==> config.mk <==
export PLATFORM = sky130hd
export DESIGN_NAME = sfep_host
export DESIGN_NICKNAME = d
export VERILOG_FILES = /design/src/sfep_pkg.sv /design/src/sfep_host.sv
export SDC_FILE = /design/constraint.sdc
export NUM_CORES = 1
export LEC_CHECK = 0
export BUFFER_PORTS_ARGS = -buffer_cell sky130_fd_sc_hd__clkbuf_2
export CORE_ASPECT_RATIO = 1.5
export CORE_MARGIN = 1
export CORE_UTILIZATION = 55
export CTS_BUF_LIST = sky130_fd_sc_hd__clkbuf_8
export DETAILED_ROUTE_END_ITERATION = 8
export HOLD_SLACK_MARGIN = 0.05
export PLACE_DENSITY = 0.76
export SETUP_SLACK_MARGIN = 0.3
export SYNTH_ARGS = -nofsm -noshare
export SYNTH_HDL_FRONTEND = slang
export SYNTH_SLANG_ARGS = --single-unit
==> constraint.sdc <==
create_clock -name mclk -period 5.85 [get_ports mclk]
set_input_delay 1.17 -clock mclk [delete_from_list [all_inputs] [get_ports mclk]]
set_output_delay 1.17 -clock mclk [all_outputs]
set_load 0.1 [all_outputs]
==> src/sfep_pkg.sv <==
// shared types and constants for the serial flash erase/program host
package sfep_pkg;

  // clock and serial clock timing
  localparam int unsigned MCLK_NS       = 5;
  localparam int unsigned SCLK_HALF_NS  = 50;
  localparam int unsigned SCLK_HALF_CYC = (SCLK_HALF_NS + MCLK_NS - 1) / MCLK_NS;

  // serial frame layout: 4-bit command then 16-bit payload, lsb first
  localparam int unsigned CMD_W      = 4;
  localparam int unsigned PAYLOAD_W  = 16;
  localparam int unsigned FRAME_W    = CMD_W + PAYLOAD_W;
  localparam logic [4:0]  LAST_BIT   = 5'h13;
  localparam logic [4:0]  HOLD_BIT   = 5'h03;

  // four-bit commands
  localparam logic [3:0] CMD_CORE      = 4'h0;
  localparam logic [3:0] CMD_PANEL_CFG = 4'hc;
  localparam logic [3:0] CMD_LOAD_INC2 = 4'hd;
  localparam logic [3:0] CMD_LOAD_PROG = 4'hf;

  // table pointer targets and core instruction templates
  localparam logic [21:0] ERASE_OPT_ADDR  = 22'h3c0004;
  localparam logic [21:0] PANEL_MODE_ADDR = 22'h3c0006;
  localparam logic [15:0] INS_MOVLW       = 16'h0e00;
  localparam logic [15:0] INS_MOVWF_UPPER = 16'h6ef8;
  localparam logic [15:0] INS_MOVWF_HIGH  = 16'h6ef7;
  localparam logic [15:0] INS_MOVWF_LOW   = 16'h6ef6;
  localparam logic [15:0] INS_NOP         = 16'h0000;
  localparam logic [15:0] PANEL_MODE_WORD = 16'h0040;

  // bulk erase options in chip erase order
  localparam logic [7:0] ERASE_BOOT   = 8'h83;
  localparam logic [7:0] ERASE_PANEL1 = 8'h88;
  localparam logic [7:0] ERASE_PANEL2 = 8'h89;
  localparam logic [7:0] ERASE_PANEL3 = 8'h8a;

  // sequence step indices
  localparam logic [4:0] PTR_STEPS   = 5'h06;
  localparam logic [4:0] ROW_PROG_IX = 5'h09;
  localparam logic [4:0] ROW_NOP_IX  = 5'h0a;

  typedef enum logic [1:0] {
    SFEP_OP_CORE,
    SFEP_OP_ERASE,
    SFEP_OP_PANEL,
    SFEP_OP_ROW
  } sfep_op_t;

  // one user request
  typedef struct packed {
    sfep_op_t    op;
    logic [21:0] addr;
    logic [63:0] row;
    logic [3:0]  cmd;
    logic [15:0] payload;
  } sfep_req_t;

  // one serial frame with its timing flags
  typedef struct packed {
    logic [3:0]  cmd;
    logic [15:0] payload;
    logic        hold_prog;
    logic        wait_pre;
    logic        last;
  } sfep_word_t;

endpackage

==> src/sfep_host.sv <==
// host-side sequencer driving the serial clock and data pins of the flash device
// Function
// - boot block erase writes option 83h
// - panel 1 erase writes option 88h next
// - large part: panel 2 erase writes 89h
// - large part: panel 3 erase 8Ah last
// - hold data low erase plus discharge
// - hold fourth clock high for program time
// - hold clock low for discharge time
// - pointer unchanged between loading and programming
// - set panel write mode before programming
// - one row per request, at the address given in the request
`timescale 1ns/1ps
module sfep_host
  import sfep_pkg::*;
#(
  parameter int unsigned PROGRAM_TIME_NS    = 1000000,
  parameter int unsigned DISCHARGE_TIME_NS  = 100000,
  parameter int unsigned BULK_ERASE_TIME_NS = 5000000
) (
  input  wire logic      mclk,
  input  wire logic      resetn,
  input  wire logic      large_variant,
  input  wire logic      req_valid,
  output logic           req_ready,
  input  wire sfep_req_t req,
  output logic           req_done,
  output logic           prog_serial_clk,
  output logic           prog_serial_data_o,
  output logic           prog_serial_data_oe,
  input  wire logic      prog_serial_data_i,
  output logic           data_level
);

  // long intervals become cycle counts; least times round up
  localparam int unsigned PROG_CYC   = (PROGRAM_TIME_NS + MCLK_NS - 1) / MCLK_NS;
  localparam int unsigned DISCH_CYC  = (DISCHARGE_TIME_NS + MCLK_NS - 1) / MCLK_NS;
  localparam int unsigned ERASE_CYC  =
    (BULK_ERASE_TIME_NS + DISCHARGE_TIME_NS + MCLK_NS - 1) / MCLK_NS;
  localparam logic [31:0] HALF_LD    = 32'(SCLK_HALF_CYC - 1);
  localparam logic [31:0] PROG_LD    = 32'(PROG_CYC - 1);
  localparam logic [31:0] DISCH_LD   = 32'(DISCH_CYC - 1);
  localparam logic [31:0] ERASE_LD   = 32'(ERASE_CYC - 1);

  typedef enum logic [2:0] {
    S_IDLE,
    S_FETCH,
    S_WAIT,
    S_HIGH,
    S_LOW
  } sfep_state_t;

  ////////////////////////////////////////////////////////////////////////////
  // sequence tables
  // core instructions that load the table pointer
  function automatic logic [15:0] ptr_word(input logic [4:0] k, input logic [21:0] a);
    logic [15:0] w;
    w = INS_NOP;
    unique case (k)
      5'h00:   w = INS_MOVLW | {8'h00, 2'b00, a[21:16]};
      5'h01:   w = INS_MOVWF_UPPER;
      5'h02:   w = INS_MOVLW | {8'h00, a[15:8]};
      5'h03:   w = INS_MOVWF_HIGH;
      5'h04:   w = INS_MOVLW | {8'h00, a[7:0]};
      default: w = INS_MOVWF_LOW;
    endcase
    return w;
  endfunction
  // frame number ix of request r
  function automatic sfep_word_t seq_word(input sfep_req_t r, input logic [4:0] ix,
                                          input logic lg);
    sfep_word_t w;
    logic [4:0] e;
    logic [4:0] k;
    w = '{cmd: CMD_CORE, payload: INS_NOP, hold_prog: 1'b0, wait_pre: 1'b0, last: 1'b0};
    e = 5'((ix - PTR_STEPS) / 3);
    k = 5'((ix - PTR_STEPS) % 3);
    unique case (r.op)
      SFEP_OP_CORE: begin
        w.cmd     = r.cmd;
        w.payload = r.payload;
        w.last    = 1'b1;
      end
      SFEP_OP_ERASE: begin
        if (ix < PTR_STEPS) begin
          w.payload = ptr_word(ix, ERASE_OPT_ADDR);
        end else begin
          // option write, nop, then a zero frame held off by the erase wait
          if (k == 5'h00) begin
            unique case (e)
              5'h00:   w.payload = {8'h00, ERASE_BOOT};
              5'h01:   w.payload = {8'h00, ERASE_PANEL1};
              5'h02:   w.payload = {8'h00, ERASE_PANEL2};
              default: w.payload = {8'h00, ERASE_PANEL3};
            endcase
          end
          w.wait_pre = (k == 5'h02);
          w.last     = (k == 5'h02) && (e == (lg ? 5'h03 : 5'h01));
        end
      end
      SFEP_OP_PANEL: begin
        if (ix < PTR_STEPS) begin
          w.payload = ptr_word(ix, PANEL_MODE_ADDR);
        end else begin
          w.cmd     = CMD_PANEL_CFG;
          w.payload = PANEL_MODE_WORD;
          w.last    = 1'b1;
        end
      end
      SFEP_OP_ROW: begin
        if (ix < PTR_STEPS) begin
          w.payload = ptr_word(ix, r.addr);
        end else if (ix < ROW_NOP_IX) begin
          // low byte goes first on the wire, so it sits in the low half
          w.cmd     = (ix == ROW_PROG_IX) ? CMD_LOAD_PROG : CMD_LOAD_INC2;
          w.payload = r.row[(ix - PTR_STEPS) * 16 +: 16];
        end else begin
          w.hold_prog = 1'b1;
          w.last      = 1'b1;
        end
      end
    endcase
    return w;
  endfunction

  ////////////////////////////////////////////////////////////////////////////
  // pin input synchroniser
  logic sync_a;
  logic sync_b;
  logic next_sync_a;
  logic next_sync_b;
  // two flops before anything looks at the data pin
  always_comb begin
    next_sync_a = prog_serial_data_i;
    next_sync_b = sync_a;
  end
  always_ff @(posedge mclk or negedge resetn) begin
    if (!resetn) begin
      sync_a <= 1'b0;
      sync_b <= 1'b0;
    end else begin
      sync_a <= next_sync_a;
      sync_b <= next_sync_b;
    end
  end
  assign data_level = sync_b;
  ////////////////////////////////////////////////////////////////////////////
  // frame engine: the serial clock is divided down from mclk, so no second domain
  sfep_state_t state;
  sfep_req_t   cur;
  logic [4:0]  idx;
  logic [19:0] shreg;
  logic [4:0]  bitn;
  logic [31:0] cnt;
  logic        hold;
  logic        last;
  logic        sclk;
  logic        prog_serial_data;
  logic        done;
  sfep_state_t next_state;
  sfep_req_t   next_cur;
  logic [4:0]  next_idx;
  logic [19:0] next_shreg;
  logic [4:0]  next_bitn;
  logic [31:0] next_cnt;
  logic        next_hold;
  logic        next_last;
  logic        next_sclk;
  logic        next_prog_serial_data;
  logic        next_done;
  sfep_word_t  fw;
  assign fw = seq_word(cur, idx, large_variant);
  // data changes with the rising clock so it is settled at the device's falling edge
  always_comb begin
    next_state = state;
    next_cur   = cur;
    next_idx   = idx;
    next_shreg = shreg;
    next_bitn  = bitn;
    next_cnt   = (cnt != 32'h0) ? cnt - 32'h1 : cnt;
    next_hold  = hold;
    next_last  = last;
    next_sclk  = sclk;
    next_prog_serial_data = prog_serial_data;
    next_done  = 1'b0;
    unique case (state)
      S_IDLE: begin
        if (req_valid) begin
          next_cur   = req;
          next_idx   = 5'h00;
          next_state = S_FETCH;
        end
      end
      S_FETCH: begin
        next_shreg = {fw.payload, fw.cmd};
        next_hold  = fw.hold_prog;
        next_last  = fw.last;
        next_bitn  = 5'h00;
        if (fw.wait_pre) begin
          next_prog_serial_data = 1'b0;
          next_sclk  = 1'b0;
          next_cnt   = ERASE_LD;
          next_state = S_WAIT;
        end else begin
          next_prog_serial_data = fw.cmd[0];
          next_sclk  = 1'b1;
          next_cnt   = HALF_LD;
          next_state = S_HIGH;
        end
      end
      S_WAIT: begin
        if (cnt == 32'h0) begin
          next_prog_serial_data = shreg[0];
          next_sclk  = 1'b1;
          next_cnt   = HALF_LD;
          next_state = S_HIGH;
        end
      end
      S_HIGH: begin
        if (cnt == 32'h0) begin
          next_sclk  = 1'b0;
          // after the long programming pulse the clock rests low to discharge
          next_cnt   = (hold && bitn == HOLD_BIT) ? DISCH_LD : HALF_LD;
          next_state = S_LOW;
        end
      end
      S_LOW: begin
        if (cnt == 32'h0) begin
          if (bitn == LAST_BIT) begin
            next_idx = idx + 5'h01;
            if (last) begin
              next_done  = 1'b1;
              next_state = S_IDLE;
            end else begin
              next_state = S_FETCH;
            end
          end else begin
            next_bitn  = bitn + 5'h01;
            next_shreg = {1'b0, shreg[19:1]};
            next_prog_serial_data = shreg[1];
            next_sclk  = 1'b1;
            next_cnt   = (hold && bitn + 5'h01 == HOLD_BIT) ? PROG_LD : HALF_LD;
            next_state = S_HIGH;
          end
        end
      end
    endcase
  end

  always_ff @(posedge mclk or negedge resetn) begin
    if (!resetn) begin
      state <= S_IDLE;
      cur   <= '0;
      idx   <= 5'h00;
      shreg <= 20'h00000;
      bitn  <= 5'h00;
      cnt   <= 32'h0;
      hold  <= 1'b0;
      last  <= 1'b0;
      sclk  <= 1'b0;
      prog_serial_data <= 1'b0;
      done  <= 1'b0;
    end else begin
      state <= next_state;
      cur   <= next_cur;
      idx   <= next_idx;
      shreg <= next_shreg;
      bitn  <= next_bitn;
      cnt   <= next_cnt;
      hold  <= next_hold;
      last  <= next_last;
      sclk  <= next_sclk;
      prog_serial_data <= next_prog_serial_data;
      done  <= next_done;
    end
  end
  // the host only ever writes, so it owns the data pin whenever it is busy
  assign req_ready           = (state == S_IDLE);
  assign req_done            = done;
  assign prog_serial_clk     = sclk;
  assign prog_serial_data_o  = prog_serial_data;
  assign prog_serial_data_oe = (state != S_IDLE);
  ////////////////////////////////////////////////////////////////////////////
  // checks
  boot_erase_opt_a: assert property (@(posedge mclk) disable iff (!resetn)
    state == S_FETCH && cur.op == SFEP_OP_ERASE && idx == 5'h06
    |=> shreg == {8'h00, ERASE_BOOT, CMD_CORE})
    else $error("boot block erase option wrong");
  panel1_erase_opt_a: assert property (@(posedge mclk) disable iff (!resetn)
    state == S_FETCH && cur.op == SFEP_OP_ERASE && idx == 5'h09
    |=> shreg == {8'h00, ERASE_PANEL1, CMD_CORE})
    else $error("panel 1 erase option wrong");
  panel2_erase_opt_a: assert property (@(posedge mclk) disable iff (!resetn)
    state == S_FETCH && cur.op == SFEP_OP_ERASE && idx == 5'h0c
    |=> shreg[11:4] == ERASE_PANEL2 && large_variant)
    else $error("panel 2 erase on wrong variant");
  panel3_erase_last_a: assert property (@(posedge mclk) disable iff (!resetn)
    state == S_FETCH && cur.op == SFEP_OP_ERASE && idx == 5'h11
    |=> last && state == S_WAIT)
    else $error("panel 3 erase not closing sequence");
  erase_hold_low_a: assert property (@(posedge mclk) disable iff (!resetn)
    state == S_FETCH && fw.wait_pre
    |=> cnt == ERASE_LD && !prog_serial_data && !sclk ##1 (!prog_serial_data && !sclk) [*8])
    else $error("data not held low for erase wait");
  prog_pulse_len_a: assert property (@(posedge mclk) disable iff (!resetn)
    $rose(sclk) && hold && bitn == HOLD_BIT |-> cnt == PROG_LD)
    else $error("programming pulse length wrong");
  discharge_low_a: assert property (@(posedge mclk) disable iff (!resetn)
    $fell(sclk) && hold && bitn == HOLD_BIT |-> cnt == DISCH_LD ##1 !sclk [*4])
    else $error("discharge interval not held low");
  // nothing but a plain nop may pass between the last load and the programming pulse
  pointer_stable_a: assert property (@(posedge mclk) disable iff (!resetn)
    state == S_FETCH && cur.op == SFEP_OP_ROW && idx == ROW_NOP_IX
    |=> shreg == {INS_NOP, CMD_CORE} && hold && last)
    else $error("pointer touched before programming");
  panel_mode_cmd_a: assert property (@(posedge mclk) disable iff (!resetn)
    state == S_FETCH && cur.op == SFEP_OP_PANEL && idx == PTR_STEPS
    |=> shreg == {PANEL_MODE_WORD, CMD_PANEL_CFG} && last)
    else $error("panel mode command wrong");
  row_start_prog_a: assert property (@(posedge mclk) disable iff (!resetn)
    state == S_FETCH && cur.op == SFEP_OP_ROW && idx == ROW_PROG_IX
    |=> shreg[3:0] == CMD_LOAD_PROG && !last)
    else $error("row not ended by start programming");
  frame_bits_a: assert property (@(posedge mclk) disable iff (!resetn)
    state == S_LOW && cnt == 32'h0 && bitn != LAST_BIT
    |=> state == S_HIGH && sclk && bitn == $past(bitn) + 5'h01)
    else $error("frame shorter than twenty bits");

endmodule

==> results.sh <==
export IMPL_syn_area_sq_um=9650
export IMPL_vias=7465
export IMPL_vdd_drop_max_uv=192
export IMPL_hp_class="reg2reg"
export IMPL_drc=0
export IMPL_synthFlopType="dfrtp_1"
export IMPL_clockBufferDepth=2
export IMPL_gp_congestion=0.871
export IMPL_finalCritPeriodShare_pct=81.9
export IMPL_die_w_um=110
export IMPL_p_leak_nw=5.25
export IMPL_cts_buffers=17
export IMPL_diodes=0
export IMPL_relSlewSlack_pct=26.2
export IMPL_antenna_found_initial=0
export IMPL_worst_setup_path_end_kind="flop"
export IMPL_syn_nets=1047
export IMPL_die_h_um=164
export IMPL_crit_arrival_ns=5.15
export IMPL_critPathMaxFanout=12
export IMPL_grt_pass1_wl_mm=37.2
export IMPL_cp_startpoint="idx[1]$_DFFE_PN0P_"
export IMPL_fin_area_sq_um=10800
export IMPL_highest_layer="met4"
export IMPL_wl_met2_mm=12.0
export IMPL_htreeDepth=4
export IMPL_hold_violations=0
export IMPL_rsz0062_at_grt="no"
export IMPL_dpl_cell_area_sq_um=10400
export IMPL_p_total_w=0.00223
export IMPL_yosys_warnings=0
export IMPL_ys_seq_area_share_pct=46.7
export IMPL_path_class="reg2reg"
export IMPL_dr_wl_met3_mm=1.07
export IMPL_synth_edf_count=0
export IMPL_drive_above_1_share_pct=30.9
export IMPL_fmax_mhz=209
export IMPL_hold_buffers=0
export IMPL_cts_sinks=180
export IMPL_vias_per_cell=6.04
export IMPL_worstRegToRegCells=14
export IMPL_synthToLayoutAreaGrowth_pct=12.2
export IMPL_dp_cells=1203
export IMPL_grt_start_max_net_pins=181
export IMPL_ios=119
export IMPL_start_util_pct=55.9
export IMPL_cts_root_buf="clkbuf_8"
export IMPL_synth_cells=918
export IMPL_postSynthAreaPerCell_sq_um=10.5
export IMPL_min_period_ns=4.79
export IMPL_setup_viol=0
export IMPL_cts_tree="yes"
export IMPL_drt_iter0_markers=555
export IMPL_grt_overflow=0
export IMPL_cap_violations=0
export IMPL_cts_setup_buffers=0
export IMPL_status="complete, no violations"
export IMPL_wl_met1_mm=8.91
export IMPL_min_to="data_level$_DFF_PN0_"
export IMPL_rrSetupSlack_ns=1.06
export IMPL_insertion_delay_ns=0.48
export IMPL_hp_start="next_sync_b$_DFF_PN0_"
export IMPL_synth_largest_area_cell="dfrtp_1"
export IMPL_nets=1138
export IMPL_r2r_start="idx[1]$_DFFE_PN0P_"
export IMPL_tightest_slew_ns=1.11
export IMPL_grt_pass1_vias=7685
export IMPL_ant_nets=0
export IMPL_skew_ns=0.0153
export IMPL_r2r_end="prog_serial_clk$_DFFE_PN0P_"
export IMPL_clk_pin_slew_worst_paths_ns=0.11
export IMPL_portBuffers=118
export IMPL_required_ns=6.21
export IMPL_netlist_top_cells_area="dfrtp_1 (47%), mux2_2 (13%), mux4_2 (3.7%), o21ai_0 (3.2%), nand2_1 (3.1%)"
export IMPL_coreArea_sq_um=17300
export IMPL_ctsResizeCount=0
export IMPL_die_area_sq_um=18100
export IMPL_fin_cells=1235
export IMPL_min_path_cells=0
export IMPL_wl_per_cell_um=18.5
export IMPL_wl_mm=22.8
export IMPL_synthArstFlopShare_pct=100
export IMPL_finalSetupTns_ns=0
export IMPL_synth_top_area_share_pct=46.7
export IMPL_worst_hold_slack_ns=0.372
export IMPL_synth_distinct_cells=80
export IMPL_start_kind="flop"
export IMPL_synth_seq_cells=180
export IMPL_grt_use_total_pct=26.9
export IMPL_power_density_nw_per_um2=206
export IMPL_fillers=1474
export IMPL_rows=59
export IMPL_place_hpwl_mm=16.1
export IMPL_slew_viol_final=0
export IMPL_first_pass_iters=5
[power by group]
group	leakage [nW]	switching [W]	internal [W]	total (W)
sequential	2.44	0.000000172	0.00124	0.00124
clock	0.224	0.000539	0.000385	0.000924
combinational	2.59	0.0000375	0.0000289	0.0000664
[layer usage]
metal / vias up / GRT usage, %
li1: 3523 / -
met2: 201 / 46.0
met5: - / 0
met4: 0 / 12.8
met3: 55 / 6.15
met1: 3686 / 31.5
[worst max path at each step]
stage,to,slack [ns],cells past startpoint
global placement,prog_serial_clk$_DFFE_PN0P_,1.35,16
detailed placement,prog_serial_clk$_DFFE_PN0P_,1.10,14
global route,prog_serial_clk$_DFFE_PN0P_,0.62,17
floorplan,cnt[16]$_DFF_PN0_,1.62,18
finish,prog_serial_clk$_DFFE_PN0P_,1.06,14
CTS,prog_serial_clk$_DFFE_PN0P_,1.09,16
[area by class of cell]
class / instances / area [sq um] / area share, %
clock buffer: 18 / 248 / 2.29
clock inverter: 14 / 201 / 1.86
inverter: 16 / 60.1 / 0.555
multi-input combinational: 664 / 4850 / 44.8
sequential: 180 / 4500 / 41.6
tap: 213 / 267 / 2.46
timing repair buffer: 130 / 699 / 6.46
[Yosys cell counts (11+ instances only)]
cell type,instances
nand2_1,80
o21ai_0,61
a21oi_1,50
nor3_1,19
mux4_2,16
xor2_1,12
xnor2_1,15
or3_1,11
clkbuf_1,43
mux2_2,109
nor2_1,65
a31oi_1,11
nand3_1,36
ha_1,16
dfrtp_1,180
inv_1,14
[logic make-up after synthesis]
group	after synthesis	share of synthesized area [%]
buffers and inverters	74	3.16
muxes	129	16.9
adders and majority gates	16	2.07
AOI/OAI and AO/OA	209	14.1
and+or+nand+nor	282	14.4
xor gates and xnor gates	28	2.62
DFF	180	46.7
[cells in the final DEF, fill, tap and decap left out, types with 17 or more instances in the layout]
cell      instances
dfrtp_1         180
clkbuf_2        117
mux2_2          109
nand2_1          80
nor2_1           65
o21ai_0          61
a21oi_1          50
nand3_1          36
clkbuf_8         18
nor3_1           17
[metrics by stage]
step	setup WS (ns)	util, %
3_3_place_gp	1.35	60.1
4_1_cts	1.09	62.7
2_1_floorplan	1.62	-
6_report	1.06	62.7
3_5_place_dp	1.10	60.1
5_1_grt	0.616	62.7
[registers in the layout, summed over array words and instances (netlist names)]
register            count
prog_serial_clk         1
cur                   108
next_sync_b             1
shreg                  20
data_level              1
req_done                1
state                   3
prog_serial_data_o      1
last                    1
idx                     5
hold                    1
bitn                    5
cnt                    32
[critical path, cell delays in order (launching register included)]
cell	delay [ns]
dfrtp_1	0.62
inv_1	0.22
ha_1	0.61
nand3_1	0.24
o21ai_0	0.37
ha_1	0.31
a21oi_2	0.07
o221ai_4	0.15
xnor2_1	0.22
ha_1	0.25
nor2_1	0.30
nand3_1	0.17
o211a_1	0.30
nand4b_1	0.54
o211a_1	0.30
No activity file was read; power rests on OpenSTA's default activity.
